--- src/common/tmc_pkg.sv ---
// Constants, state types and register map of the 16-bit timer/counter
`default_nettype none
package tmc_pkg;
	// Register byte addresses
	localparam logic [5:0] ADR_FLAGS = 6'h0b;
	localparam logic [5:0] ADR_FORCE = 6'h22;
	localparam logic [5:0] ADR_CAPL  = 6'h24;
	localparam logic [5:0] ADR_CAPH  = 6'h25;
	localparam logic [5:0] ADR_CMPBL = 6'h26;
	localparam logic [5:0] ADR_CMPBH = 6'h27;
	localparam logic [5:0] ADR_CMPAL = 6'h2a;
	localparam logic [5:0] ADR_CMPAH = 6'h2b;
	localparam logic [5:0] ADR_CNTL  = 6'h2c;
	localparam logic [5:0] ADR_CNTH  = 6'h2d;
	localparam logic [5:0] ADR_CTRLB = 6'h2e;
	localparam logic [5:0] ADR_CTRLA = 6'h30;
	// Field positions
	localparam int CB_FILT = 7;
	localparam int CB_EDGE = 6;
	localparam int FRC_A   = 7;
	localparam int FL_CAP  = 5;
	localparam int FL_CMPA = 1;
	localparam int FL_OVF  = 0;
	// Reset values and masks
	localparam logic [7:0]  RST_BYTE    = 8'h00;
	localparam logic [15:0] RST_WORD    = 16'h0000;
	localparam logic [7:0]  CTRLB_WMASK = 8'hdf;
	localparam logic [7:0]  FLAGS_MASK  = 8'h27;
	// Fixed TOP values and MAX
	localparam logic [15:0] TOP_8   = 16'h00ff;
	localparam logic [15:0] TOP_9   = 16'h01ff;
	localparam logic [15:0] TOP_10  = 16'h03ff;
	localparam logic [15:0] CNT_MAX = 16'hffff;
	// Waveform mode codes
	localparam logic [3:0] WM_NORMAL = 4'h0;
	localparam logic [3:0] WM_CTC_A  = 4'h4;
	localparam logic [3:0] WM_PFC_I  = 4'h8;
	localparam logic [3:0] WM_PFC_A  = 4'h9;
	localparam logic [3:0] WM_PC_I   = 4'ha;
	localparam logic [3:0] WM_CTC_I  = 4'hc;
	localparam logic [3:0] WM_RSVD   = 4'hd;
	localparam logic [3:0] WM_FAST_I = 4'he;
	// Capture filter length in samples
	localparam int FILT_LEN = 4;
	typedef enum logic {CNT_UP, CNT_DOWN} tmc_dir_t;
	typedef struct packed {
		logic [7:0]              ctrl_a;
		logic [7:0]              ctrl_b;
		logic [7:0]              flags;
		logic [15:0]             cnt;
		tmc_dir_t                dir;
		logic [1:0][15:0]        ocr;
		logic [1:0][15:0]        obuf;
		logic [15:0]             icr;
		logic [7:0]              temp;
		logic [9:0]              psc;
		logic                    ext_prev;
		logic [FILT_LEN-2:0]     hist;
		logic                    flt;
		logic                    cap_prev;
		logic                    blk;
		logic [1:0]              wout;
		logic [7:0]              rdata;
	} tmc_state_t;
endpackage : tmc_pkg
`default_nettype wire

--- src/logic/tmc_timer16.sv ---
// 16-bit timer/counter with modes, capture, compare and byte register port
//
// Implementation choice: the strobed register port.
`timescale 1ns/1ps
`default_nettype none
module tmc_timer16 import tmc_pkg::*; (
	input  wire logic       clk,           // 20 MHz system clock
	input  wire logic       reset_n,       // Asynchronous reset, active low
	input  wire logic [5:0] addr,          // Register byte address
	input  wire logic [7:0] wdata,         // Write data
	input  wire logic       wr,            // Write strobe
	input  wire logic       rd,            // Read strobe
	output logic      [7:0] rdata,         // Read data, cycle after read
	input  wire logic       capture_pin,   // Capture input
	input  wire logic       ext_count_pin, // External count input
	output logic            wave_out_a,    // Waveform output A
	output logic            wave_out_b,    // Waveform output B
	output logic            wave_en_a,     // Output A drives its pin
	output logic            wave_en_b      // Output B drives its pin
);
	tmc_state_t  s;
	tmc_state_t  next_s;
	logic [3:0]  wgm;
	logic [2:0]  cs;
	logic [15:0] top;
	logic        tick;
	logic        run;
	logic        is_pwm;
	logic        dual;
	logic        icr_top;
	logic        at_top;
	logic        at_bot;
	logic        upd;
	logic        src;
	logic        cap_evt;
	logic [1:0]  frc;
	logic [1:0]  mtch;
	logic [1:0]  en;
	logic [1:0]  act;

	always_comb begin
		next_s = s;
		// Mode field
		// mode decode
		wgm = {s.ctrl_b[4:3], s.ctrl_a[1:0]};
		cs = s.ctrl_b[2:0];
		case (wgm)
			4'h1, 4'h5: top = TOP_8;
			4'h2, 4'h6: top = TOP_9;
			4'h3, 4'h7: top = TOP_10;
			4'h4, 4'h9, 4'hb, 4'hf: top = s.ocr[0];
			4'h8, 4'ha, 4'hc, 4'he: top = s.icr;
			default: top = CNT_MAX;
		endcase
		is_pwm = !(wgm == WM_NORMAL || wgm == WM_CTC_A || wgm == WM_CTC_I);
		dual = (wgm inside {4'h1, 4'h2, 4'h3, WM_PFC_I, WM_PFC_A, WM_PC_I, 4'hb});
		icr_top = (wgm inside {WM_PFC_I, WM_PC_I, WM_CTC_I, WM_FAST_I});
		upd = (wgm == WM_PFC_I || wgm == WM_PFC_A) ? (s.cnt == RST_WORD) : (s.cnt == top);
		next_s.psc = s.psc + 10'h001;
		next_s.ext_prev = ext_count_pin;
		case (cs)
			3'h1: tick = 1'b1;
			3'h2: tick = &s.psc[2:0];
			3'h3: tick = &s.psc[5:0];
			3'h4: tick = &s.psc[7:0];
			3'h5: tick = &s.psc;
			3'h6: tick = s.ext_prev && !ext_count_pin;
			3'h7: tick = !s.ext_prev && ext_count_pin;
			default: tick = 1'b0;
		endcase
		run = tick && (wgm != WM_RSVD);
		at_top = (s.cnt == top);
		at_bot = (s.cnt == RST_WORD);
		next_s.hist = {s.hist[FILT_LEN-3:0], capture_pin};
		if (s.hist == {(FILT_LEN-1){capture_pin}}) begin
			next_s.flt = capture_pin;
		end
		src = s.ctrl_b[CB_FILT] ? s.flt : capture_pin;
		next_s.cap_prev = src;
		cap_evt = !icr_top && (src != s.cap_prev) && (src == s.ctrl_b[CB_EDGE]);
		// Flag clear by writing one
		if (wr && addr == ADR_FLAGS) begin
			next_s.flags = s.flags & ~(wdata & FLAGS_MASK);
		end
		// Counting sequence
		if (run) begin
			next_s.blk = 1'b0;
			if (dual) begin
				if (s.dir == CNT_UP) begin
					if (at_top) begin
						next_s.dir = CNT_DOWN;
						next_s.cnt = s.cnt - 16'h0001;
					end else begin
						next_s.cnt = s.cnt + 16'h0001;
					end
				end else if (at_bot) begin
					next_s.dir = CNT_UP;
					next_s.cnt = s.cnt + 16'h0001;
				end else begin
					next_s.cnt = s.cnt - 16'h0001;
				end
			end else begin
				next_s.dir = CNT_UP;
				if (wgm != WM_NORMAL && at_top) begin
					next_s.cnt = RST_WORD;
				end else begin
					next_s.cnt = s.cnt + 16'h0001;
				end
			end
		end
		for (int i = 0; i < 2; i++) begin
			act = s.ctrl_a[(7 - 2 * i) -: 2];
			mtch[i] = run && (s.cnt == s.ocr[i]) && !s.blk;
			frc[i] = wr && addr == ADR_FORCE && wdata[FRC_A - i] && !is_pwm;
			if (run && is_pwm && upd) begin
				next_s.ocr[i] = s.obuf[i];
			end
			if (!is_pwm) begin
				if (mtch[i] || frc[i]) begin
					case (act)
						2'b01: next_s.wout[i] = !s.wout[i];
						2'b10: next_s.wout[i] = 1'b0;
						2'b11: next_s.wout[i] = 1'b1;
						default: ;
					endcase
				end
			end else begin
				if (mtch[i] && act == 2'b01 && i == 0 && wgm[3]) begin
					next_s.wout[i] = !s.wout[i];
				end else if (mtch[i] && act[1]) begin
					next_s.wout[i] = dual ? (act[0] ^ (s.dir == CNT_DOWN)) : act[0];
				end
				if (!dual && run && at_top && act[1]) begin
					next_s.wout[i] = !act[0];
				end
			end
			en[i] = (act != 2'b00) && !(act == 2'b01 && is_pwm && !(i == 0 && wgm[3]));
		end
		// Register writes
		if (wr) begin
			case (addr)
				ADR_CTRLA: next_s.ctrl_a = wdata;
				ADR_CTRLB: next_s.ctrl_b = wdata & CTRLB_WMASK;
				ADR_CAPH, ADR_CMPAH, ADR_CMPBH, ADR_CNTH: next_s.temp = wdata;
				ADR_CAPL: next_s.icr = {s.temp, wdata};
				ADR_CMPAL: begin
					next_s.obuf[0] = {s.temp, wdata};
					if (!is_pwm) begin
						next_s.ocr[0] = {s.temp, wdata};
					end
				end
				ADR_CMPBL: begin
					next_s.obuf[1] = {s.temp, wdata};
					if (!is_pwm) begin
						next_s.ocr[1] = {s.temp, wdata};
					end
				end
				ADR_CNTL: begin
					next_s.cnt = {s.temp, wdata};
					next_s.blk = 1'b1;
				end
				default: ;
			endcase
		end
		// Register reads
		next_s.rdata = RST_BYTE;
		if (rd) begin
			case (addr)
				ADR_CTRLA: next_s.rdata = s.ctrl_a;
				ADR_CTRLB: next_s.rdata = s.ctrl_b;
				ADR_FLAGS: next_s.rdata = s.flags;
				ADR_CMPAL: next_s.rdata = s.obuf[0][7:0];
				ADR_CMPAH: next_s.rdata = s.obuf[0][15:8];
				ADR_CMPBL: next_s.rdata = s.obuf[1][7:0];
				ADR_CMPBH: next_s.rdata = s.obuf[1][15:8];
				ADR_CNTL: begin
					next_s.rdata = s.cnt[7:0];
					next_s.temp = s.cnt[15:8];
				end
				ADR_CAPL: begin
					next_s.rdata = s.icr[7:0];
					next_s.temp = s.icr[15:8];
				end
				ADR_CNTH, ADR_CAPH: next_s.rdata = s.temp;
				default: next_s.rdata = RST_BYTE;
			endcase
		end
		if (cap_evt) begin
			next_s.icr = s.cnt;
			next_s.flags[FL_CAP] = 1'b1;
		end
		if (run && icr_top && at_top) begin
			next_s.flags[FL_CAP] = 1'b1;
		end
		for (int i = 0; i < 2; i++) begin
			if (mtch[i]) begin
				next_s.flags[FL_CMPA + i] = 1'b1;
			end
		end
		if (run && (dual ? at_bot : (wgm inside {4'h5, 4'h6, 4'h7, WM_FAST_I, 4'hf}) ?
				at_top : (s.cnt == CNT_MAX))) begin
			next_s.flags[FL_OVF] = 1'b1;
		end
	end

	always_ff @(posedge clk or negedge reset_n) begin
		if (!reset_n) begin
			s <= '0;
		end else begin
			s <= next_s;
		end
	end

	assign rdata = s.rdata;
	assign wave_out_a = s.wout[0];
	assign wave_out_b = s.wout[1];
	assign wave_en_a = en[0];
	assign wave_en_b = en[1];
endmodule : tmc_timer16
`default_nettype wire

--- config.mk ---
export PLATFORM = sky130hd
export DESIGN_NAME = tmc_timer16
export DESIGN_NICKNAME = d
export VERILOG_FILES = /design/src/common/tmc_pkg.sv /design/src/logic/tmc_timer16.sv
export SDC_FILE = /design/constraint.sdc
export NUM_CORES = 1
export LEC_CHECK = 0
export ABC_AREA = 1
export BUFFER_PORTS_ARGS = -buffer_cell sky130_fd_sc_hd__buf_2
export CORE_MARGIN = 2
export CORE_UTILIZATION = 40
export CTS_BUF_LIST = sky130_fd_sc_hd__clkbuf_4 sky130_fd_sc_hd__clkbuf_8
export DETAILED_ROUTE_END_ITERATION = 16
export GPL_TIMING_DRIVEN = 0
export PLACE_DENSITY = 0.59
export REMOVE_ABC_BUFFERS = 1
export SYNTH_ARGS = -nofsm -noshare
export SYNTH_HDL_FRONTEND = slang
export SYNTH_SLANG_ARGS = --single-unit
export TNS_END_PERCENT = 20
--- constraint.sdc ---
create_clock -name clk -period 3 [get_ports clk]
set_clock_uncertainty 0.05 [all_clocks]
set_input_delay 0.6 -clock clk [delete_from_list [all_inputs] [get_ports clk]]
set_output_delay 0.6 -clock clk [all_outputs]
set_load 0.01 [all_outputs]
==> results.toml, run 1 <==
[logic_synthesis]
netlist_instances = 1388
synth_seq_area_share_pct = 38.9
ys_seq_elements = 151
synthFlopType = "dfrtp_1"
ys_types = 51
netlist_area_um2 = 9720
ys_warn_count = 0
syn_area_per_cell_um2 = 7.01
synth_edf_count = 0
synth-async-reset-ratio_pct = 100

[sta]
fin_crit_ns = 2.96
period_share_pct = 98.7
slew_headroom_pct = 36.6
tightestPinTransition_ns = 0.951
setup_violations = 0
rsz0062_at_grt = "yes"
finalHoldViolCount = 0
maxSlewViolCount = 0
fmax_mhz = 338

[floorplanning]
design.core.area_um2 = 24100
ios = 32
start_util_pct = 40.3
die_area_um2 = 25600
placementRows = 57
die_y_um = 160
die_w_um = 160

[critical_path]
cp.required_ns = 3.38
critPathCapture = "s[87]$_DFF_PN0_"
path_cells = "inv_1, nand2_2, nand2_8, nand2_8, nand2_1, nand3_1, nand2_1, nand2_1, nor2_1, nand2_1, nor2_4, nand2_8, nand2_8, nand2_8, inv_12, nand2_1, nand3_1, o21ai_1, inv_1"
timing.rr.end = "s[87]$_DFF_PN0_"
arrival_ns = 3.34
reg2reg_from = "s[149]$_DFFE_PN0P_"
critPathSlowestCell = "dfrtp_2"
cp-end-kind = "flop"
reg2reg_depth = 19
path_max_fanout = 23
crit_start = "s[149]$_DFFE_PN0P_"
regToRegSetupSlack_ns = 0.04
worstSetupStartpointType = "flop"
slowest_delay_ns = 0.48
worstSetupPathType = "reg2reg"

[pwr]
swShare_pct = 47.9
internal-power_mw = 4.33
pwr-share-seq_pct = 41.3
powerDensity_nw_per_um2 = 773
clkPwrFrac_pct = 18.8
p_comb_share_pct = 39.9
ir_drop_mv = 0.341
switching_power_mw = 3.98
p_leak_nw = 5.05

[run]
drv_cap = 0

[clocking]
clk_latency_ns = 0.48
htree_levels = 4
clock_sinks = 151
cts.clk_slew.worst_paths_ns = 0.09
clockBufferDepth = 2
cts-root-buf = "clkbuf_8"
cts_tree = "yes"
cts_made_buffers = 17
ctsHoldBuffers = 0

[grt]
antenna_found_initial = 1
grt_pass1_wl_mm = 54.7
grt_overflow = 0
grt_max_degree = 81
grtUsageTotal_pct = 28.2
grt_pass1_vias = 8861

[placement]
portBuffers = 31
post_dp_cell_area_um2 = 9970
gp_congestion = 0.949
placedCellCount = 1681
hpwl_mm = 25.3

[route]
wl_mm = 36.8
route.vias.total = 9946
postRouteAntennaNets = 0
via_per_inst = 5.74
drt_iter0_markers = 1238
wl_per_cell_um = 21.2
firstDrtPassIters = 6
drc = 0

[cells_and_area]
finalInstanceArea_um2 = 10800
nets = 1420
diodes = 0
drive_gt1_share_pct = 11.4
synthToLayoutAreaGrowth_pct = 10.6
final_cells = 1733

[min_path]
min_path_type = "in2async"

[run_status]
outcome = "finished, final reports clean"
## repair_timing
action | in CTS | in global routing
setup buffers | 5 | 10
pin swaps | 7 | 7
cloned | 2 | 3
gates resized for setup | 21 | 31
setup endpoints to repair | 74 | 64
## per-stage QoR
stage	utilization (%)	hold WS, ns	total power, mW	setup TNS [ns]	worst slack (ns)
4_1_cts	43.6	0.0706	8.05	-0.0228	-0.0164
6_report	44.6	0.0505	8.31	0	0.0401
3_5_place_dp	41.4	0.341	6.43	-58.59	-1.09
3_3_place_gp	41.2	0.340	6.37	-254.13	-1.93
5_1_grt	44.6	0.0824	8.81	-0.627	-0.105
2_1_floorplan	-	0.254	5.30	0	0.155
## per-layer routing
metal	vias up	wire length [um]	global-route usage (%)
li1	4585	-	-
met1	4719	15700	40.0
met2	544	16600	43.8
met3	98	3190	4.57
met4	0	1380	9.66
met5	-	0	0
## critical path: cells and delay by family (launching register included)
family | cells | cell delay (ns)
DFF | 1 | 0.48
buffers and inverters | 3 | 0.35
AOI/OAI and AO/OA | 1 | 0.06
and+or+nand+nor | 15 | 1.90
## power groups by stage
stage | sequential (mW) | clock (mW) | combinational, mW
2_1_floorplan | 3.06 | 0 | 2.23
3_3_place_gp | 3.40 | 0 | 2.97
3_5_place_dp | 3.40 | 0 | 3.02
4_1_cts | 3.37 | 1.58 | 3.10
5_1_grt | 3.47 | 1.65 | 3.68
6_report | 3.43 | 1.57 | 3.31
## flip-flops by register name, indices dropped and copies added, names as in the netlist
signal	flops
s	134
rdata	8
wave_out_a	1
wave_out_b	1
act	2
cs	3
next_s	2
## cells in the mapped netlist (5+ instances only)
| master | count | share of area [%] |
|---|---|---|
| a221oi_1 | 8 | 0.72 |
| nand2_1 | 351 | 14 |
| buf_4 | 8 | 0.62 |
| clkbuf_1 | 33 | 1.3 |
| buf_6 | 10 | 1.2 |
| buf_2 | 10 | 0.51 |
| dfrtp_1 | 151 | 39 |
| a31oi_1 | 21 | 1.4 |
| nor3_1 | 15 | 0.77 |
| nor2_2 | 7 | 0.45 |
| or2_2 | 5 | 0.32 |
| o21ai_1 | 24 | 1.2 |
| o22ai_1 | 24 | 1.5 |
| nor2_1 | 138 | 5.3 |
| nand3_1 | 71 | 3.7 |
| a211oi_1 | 5 | 0.39 |
| clkinv_1 | 5 | 0.19 |
| nand2_4 | 5 | 0.58 |
| inv_1 | 150 | 5.8 |
| o21ai_0 | 145 | 7.5 |
| a21oi_1 | 67 | 3.4 |
| nand2_2 | 7 | 0.45 |
| inv_2 | 10 | 0.39 |
| xnor2_1 | 8 | 0.72 |
| nand4_1 | 36 | 2.3 |
| xor2_1 | 31 | 2.8 |
## cells in the final DEF, fill, tap and decap left out, drive strengths merged
cell type  count
nand2        365
o21ai        170
inv          165
dfrtp        151
nor2         150
nand3         76
a21oi         67
buf           48
nand4         36
xor2          31
o22ai         24
a31oi         21
clkbuf        19
nor3          17
clkinvlp       9
xnor2          8
a221oi         8
clkinv         6
or2            5
a211oi         5
nor3b          4
ha             4
a22oi          3
nor4           3
nand3b         2
a2111oi        2
o21bai         2
o211ai         2
o21a           1
a31o           1
o221ai         1
o311ai         1
a211o          1
nor4b          1
## kinds of logic (layout without fill, tap and decap cells)
kind of cell    count (synthesis)  after routing  synth area share [%]
compound gates                309            309                  17.4
xor+xnor                       39             39                  3.51
fa+ha+maj                       4              4                 0.515
buf+inv                       230            247                  10.1
flops                         151            151                  38.9
simple gates                  655            659                  29.6
## how the worst min path moves through the flow
stage                    startpoint              endpoint  slack [ns]
2_1_floorplan               reset_n    act[0]$_DFFE_PN0P_        0.25
3_3_place_gp   next_s[15]$_DFF_PN0_       s[15]$_DFF_PN0_        0.34
3_5_place_dp   next_s[14]$_DFF_PN0_  next_s[15]$_DFF_PN0_        0.34
4_1_cts                     reset_n       s[95]$_DFF_PN0_        0.07
5_1_grt                     reset_n       s[95]$_DFF_PN0_        0.08
6_report                    reset_n       s[95]$_DFF_PN0_        0.05
## area by class of cell
cell class,instances,area [um^2]
clock buffers,19,255
clock inverters,13,113
well taps,324,405
multi-input cells,1011,5200
fillers,2558,13400
repair inverters,1,7.51
inverters,166,652
repair buffers,48,338
flip-flops and latches,151,3780
Power figures use the tool's default switching activity.
==> run 2, diff against run 1 <==
BUFFER_PORTS_ARGS = default   (was -buffer_cell sky130_fd_sc_hd__buf_2)
DONT_BUFFER_PORTS = 1   (was default)
PLACE_DENSITY = 0.58   (was 0.59)
==> run 2 against run 1 <==
The run now ends with hold timing, setup timing left. First-iteration DRC count is 11% lower. Register-to-register slack improved by 0.06 ns. Critical path depth shrank 6. Worst hold slack lost 0.31 ns. Combinational power decreased by 3%. Die area did not move. Count of clock-buffer cells in the layout is the same. Global-route usage is 0.79 points higher. Total power shrank 0.82%. Sequential share of layout area grew 0.83 points. Final cell count shrank 2.1%. Critical endpoint is now s[86]$_DFF_PN0_. Largest cell class unchanged. Largest power group unchanged.
==> results.toml, run 2 (synthesized netlist as in run 1, its figures left out) <==
[critical_path]
reg2reg_from = "s[149]$_DFFE_PN0P_"
path_max_fanout = 19
worstSetupStartpointType = "input pin"
crit_top_cell = "inv_1"
worstSetupPathType = "in2reg"
cp.required_ns = 3.32
slowest_delay_ns = 0.52
timing.rr.end = "s[100]$_DFF_PN0_"
cp-end-kind = "flop"
arrival_ns = 3.34
regToRegSetupSlack_ns = 0.10
reg2reg_depth = 16
path_cells = "inv_1, nor2_1, inv_1, nor2_1, inv_1, nor2_2, inv_1, nor2_4, inv_1, nor2_4, inv_2, o21ai_1, inv_1"
critPathSlowestCell = "nor2_4"

[placement]
portBuffers = 0
gp_congestion = 0.957
placedCellCount = 1648
dp_slack_ns = -1.61
hpwl_mm = 25.3

[clocking]
cts_made_buffers = 17
cts-root-buf = "clkbuf_8"
cts.clk_slew.worst_paths_ns = 0.12
clock_sinks = 151
clockBufferDepth = 2
cts_tree = "yes"
clk_latency_ns = 0.49
htree_levels = 4

[route]
wl_per_cell_um = 21.6
drc = 0
route.vias.total = 9802
via_per_inst = 5.78
drt_iter0_markers = 1108
postRouteAntennaNets = 0
firstDrtPassIters = 6
wl_mm = 36.6

[grt]
grtUsageMet2_pct = 43.3
antenna_found_initial = 0
use_met3_pct = 6.42
grtUsageMet1_pct = 40.1
grtUsageTotal_pct = 29.0
grt_pass1_wl_mm = 56.2
grt_pass1_vias = 9095
grt_overflow = 0
busiest_layer = "met2"
grt_max_degree = 152

[cells_and_area]
synthToLayoutAreaGrowth_pct = 8.09
final_cells = 1696
fillers = 2555
drive_gt1_share_pct = 9.11
final_common_cell = "nand2_1"
mostFrequentLayoutCells = "nand2_1 (346), inv_1 (148), dfrtp_1 (145)"
diodes = 0
largest_register = "s"
nets = 1384
largest_register_ffs = 134

[sta]
slew_headroom_pct = 33.3
period_share_pct = 101
fin_crit_ns = 3.02
fmax_mhz = 332
rsz0062_at_grt = "yes"
maxSlewViolCount = 0
hold-worst-slack_ns = -0.255
setup_ws_ns = -0.0150
tightestPinTransition_ns = 1.00
finalHoldViolCount = 151
setup_violations = 3

[floorplanning]
die_w_um = 160
ios = 32
die_area_um2 = 25600
die_y_um = 160
design.core.area_um2 = 24100
placementRows = 57
start_util_pct = 40.3

[min_path]
min_path_type = "in2async"

[pwr]
p_leak_nw = 4.86
powerDensity_nw_per_um2 = 784
ir_drop_mv = 0.303

[run_status]
violations = "hold timing, setup timing"
outcome = "complete, but fails checks"

[run]
drv_cap = 0
## run 2: cell count changes in the layout (fill, tap and decap cells not counted), sizes merged
cell and change:
clkinv +1, bufinv +1, nand3 +1, clkinvlp -2, inv -1, buf -37
## run 2: layout make-up
type	instances	area (um^2)	share of cell area [%]
multi-input cells	1012	5190	49.4
flip-flops and latches	151	3790	36.0
inverters	166	648	6.17
well taps	324	405	3.86
clock buffers	19	255	2.43
clock inverters	12	119	1.13
repair buffers	11	95.1	0.905
repair inverters	1	8.76	0.0833
## run 2: worst max-delay path, delay by kind of cell
kind,cells,cell delay [ns]
buffers and inverters,7,1.03
AOI/OAI and AO/OA,1,0.18
and+or+nand+nor,5,1.53
## run 2: how the worst max path moves through the flow
| stage | start | endpoint | slack (ns) | cells after the start |
|---|---|---|---|---|
| 5_1_grt | addr[1] | s[89]$_DFF_PN0_ | -0.20 | 13 |
| 2_1_floorplan | addr[0] | s[117]$_DFF_PN0_ | 0.16 | 8 |
| 6_report | addr[1] | s[86]$_DFF_PN0_ | -0.02 | 13 |
| 3_5_place_dp | addr[0] | s[129]$_DFF_PN0_ | -1.61 | 8 |
| 3_3_place_gp | addr[0] | s[129]$_DFF_PN0_ | -1.59 | 8 |
| 4_1_cts | s[149]$_DFFE_PN0P_ | s[116]$_DFF_PN0_ | 0.005 | 16 |
## run 2: stage by stage
stage | power, mW | hold slack, ns | cell area (um^2) | setup TNS, ns | utilization, %
detailed placement | 6.34 | 0.263 | 9770 | -66.41 | 40.5
finish | 8.24 | -0.255 | 10500 | -0.0289 | 43.6
floorplan | 5.30 | 0.254 | 9370 | 0 | -
global placement | 6.29 | 0.263 | 9770 | -63.99 | 40.5
global route | 8.75 | -0.279 | 10500 | -1.31 | 43.6
CTS | 8.05 | -0.274 | 10300 | 0 | 42.8
## run 2: what timing repair did
action                                  4_1_cts  5_1_grt
endpoints found under the hold margin       151      151
endpoints found under the setup margin       68       67
buffers inserted                              4        7
pin swaps                                     6        4
cloned                                        5        1
resized for setup                            21       29
## run 2: power by group
| group | switching, mW | internal (mW) | total [mW] |
|---|---|---|---|
| clock network | 0.904 | 0.696 | 1.60 |
| logic | 2.08 | 1.11 | 3.20 |
| registers | 0.891 | 2.56 | 3.45 |
## run 2: metal layers
layer	part of all wire (%)	vias to the layer above
met1	42	4682
met3	9.6	98
met2	43	506
met5	0	-
met4	4.8	0
li1	-	4516
==> run 3, diff against run 2 <==
GPL_TIMING_DRIVEN = default   (was 0)
SLEW_MARGIN = 0   (was default)
==> run 3 against run 2 <==
The run ends with hold timing left. Total power grew 2.3%. Utilization grew 0.52 points. Global-route usage rose by 0.30 points. Clock power grew 2%. Routed wire length grew 0.93%. Setup slack gained 0.26 ns. Final cell count rose by 2.6%. Via count decreased by 0.20%. First-iteration DRC count rose by 2.0%. Largest power group is now combinational logic.
==> results.toml, run 3 (synthesized netlist as in run 1, its figures left out) <==
[critical_path]
worstSetupPathType = "reg2reg"
arrival_ns = 3.12
cp.required_ns = 3.37
cp-end-kind = "flop"
path_max_fanout = 19
worstSetupStartpointType = "flop"

[sta]
fin_crit_ns = 2.76
slew_headroom_pct = 36.9
rsz0062_at_grt = "no"
setup_violations = 0
finalHoldViolCount = 151
period_share_pct = 91.9
tightestPinTransition_ns = 0.946
hold-worst-slack_ns = -0.235
fmax_mhz = 363
tns_ns = 0
maxSlewViolCount = 0

[cells_and_area]
synthToLayoutAreaGrowth_pct = 9.39
nets = 1426
drive_gt1_share_pct = 9.96
mostFrequentLayoutCells = "nand2_1 (350), inv_1 (150), dfrtp_1 (149)"
final_common_cell = "nand2_1"
fillers = 2563
multi_input_area_um2 = 4990
largest_register_ffs = 134
largest_register = "s"
final-seq-area_um2 = 3780

[pwr]
swShare_pct = 46.5
clkPwrFrac_pct = 19.5
switching_power_mw = 3.92
internal-power_mw = 4.51
p_comb_share_pct = 42.1
ir_drop_mv = 0.288
powerDensity_nw_per_um2 = 793
pwr-share-seq_pct = 38.4
p_leak_nw = 5.08

[route]
via_per_inst = 5.62
wl_per_cell_um = 21.3
firstDrtPassIters = 6
route.vias.total = 9782
postRouteAntennaNets = 0
drc = 0
wl_mm = 37.0
drt_iter0_markers = 1130

[grt]
grt_pass1_wl_mm = 56.6
grt_pass1_vias = 9220
grt_max_degree = 152
grtUsageTotal_pct = 29.3
grt_overflow = 0
antenna_found_initial = 0

[floorplanning]
die_w_um = 160
start_util_pct = 40.3
die_area_um2 = 25600
die_y_um = 160
ios = 32
placementRows = 57
design.core.area_um2 = 24100

[run_status]
violations = "hold timing"
outcome = "complete, but fails checks"

[clocking]
cts_setup_buffers = 0
cts_tree = "yes"
cts_made_buffers = 17
clock_sinks = 151
htree_levels = 4
clk_latency_ns = 0.48
cts-root-buf = "clkbuf_8"
cts.clk_slew.worst_paths_ns = 0.09
clockBufferDepth = 2

[placement]
portBuffers = 0
gp_congestion = 0.952
hpwl_mm = 27.5

[run]
drv_cap = 0

[min_path]
min_path_type = "in2async"
==> run 3: cell types whose count changed in the layout (fill, tap and decap cells not counted), sizes merged <==
cell / previous run / this run
diode: 0 / 1
nand2: 365 / 364
buf: 11 / 58
nand3: 77 / 74
inv: 164 / 169
clkinvlp: 7 / 3
clkinv: 7 / 6
==> run 3: final timing paths <==
path | end | slack, ns | cells after the start | start
max | s[87]$_DFF_PN0_ | 0.24 | 20 | s[143]$_DFFE_PN0P_
min | s[93]$_DFF_PN0_ | -0.24 | 0 | reset_n
max reg2reg | s[87]$_DFF_PN0_ | 0.24 | 20 | s[143]$_DFFE_PN0P_
min reg2reg | next_s[15]$_DFF_PN0_ | 0.37 | 0 | next_s[14]$_DFF_PN0_
max in group asynchronous | s[89]$_DFF_PN0_ | 2.80 | 0 | reset_n
min in group clk | next_s[14]$_DFF_PN0_ | 0.09 | 0 | capture_pin
==> run 3: metal layers <==
layer / track usage [%] / wire length (um) / part of all wire (%)
met1: 39.8 / 15600 / 42
met2: 46.4 / 16600 / 45
met3: 4.62 / 3080 / 8.3
met4: 12.8 / 1690 / 4.6
met5: 0 / 0 / 0
==> run 3: area by class of cell <==
class	count	share of cell area, %
antenna	1	0.0235
inverter	166	5.88
clock buffer	19	2.34
timing repair buffer	58	4.21
sequential	151	35.5
multi-input combinational	1008	46.9
tap	324	3.81
clock inverter	13	1.27
==> run 3: repair_timing <==
item,in CTS,in global routing
setup endpoints to repair,0,34
hold endpoints to repair,151,151
gates resized for setup,0,6
==> run 3: power by group through the flow <==
stage | logic, mW | clock network, mW | registers [mW]
2_1_floorplan | 2.23 | 0 | 3.06
3_3_place_gp | 3.43 | 0 | 3.24
3_5_place_dp | 3.45 | 0 | 3.24
4_1_cts | 3.46 | 1.66 | 3.21
5_1_grt | 3.96 | 1.75 | 3.28
6_report | 3.55 | 1.64 | 3.24
==> run 3: critical path: stages (launching register included) <==
cell and delay (ns):
dfrtp_1 0.54, inv_2 0.10, nor2_2 0.10, nand2_2 0.14
nand2_4 0.21, nand2_1 0.10, nand3_1 0.09, nand2_1 0.05
nand2_1 0.11, nand2_1 0.06, inv_1 0.06, nand2_1 0.07
nor2_4 0.12, nand2_4 0.06, nand2_2 0.07, nand2_4 0.16
inv_4 0.26, nand2_1 0.11, nand3_1 0.09, o21ai_1 0.08
inv_1 0.06
==> run 3: stage by stage <==
| step | instances | util [%] | power [mW] | setup WS, ns | area, um^2 |
|---|---|---|---|---|---|
| 2_1_floorplan | 1324 | - | 5.30 | 0.155 | 9370 |
| 3_3_place_gp | 1706 | 42.4 | 6.67 | 0.240 | 10200 |
| 3_5_place_dp | 1706 | 42.4 | 6.69 | 0.213 | 10200 |
| 4_1_cts | 1738 | 44.0 | 8.32 | 0.170 | 10600 |
| 5_1_grt | 1739 | 44.1 | 8.98 | 0.0190 | 10600 |
| 6_report | 1740 | 44.1 | 8.43 | 0.243 | 10600 |
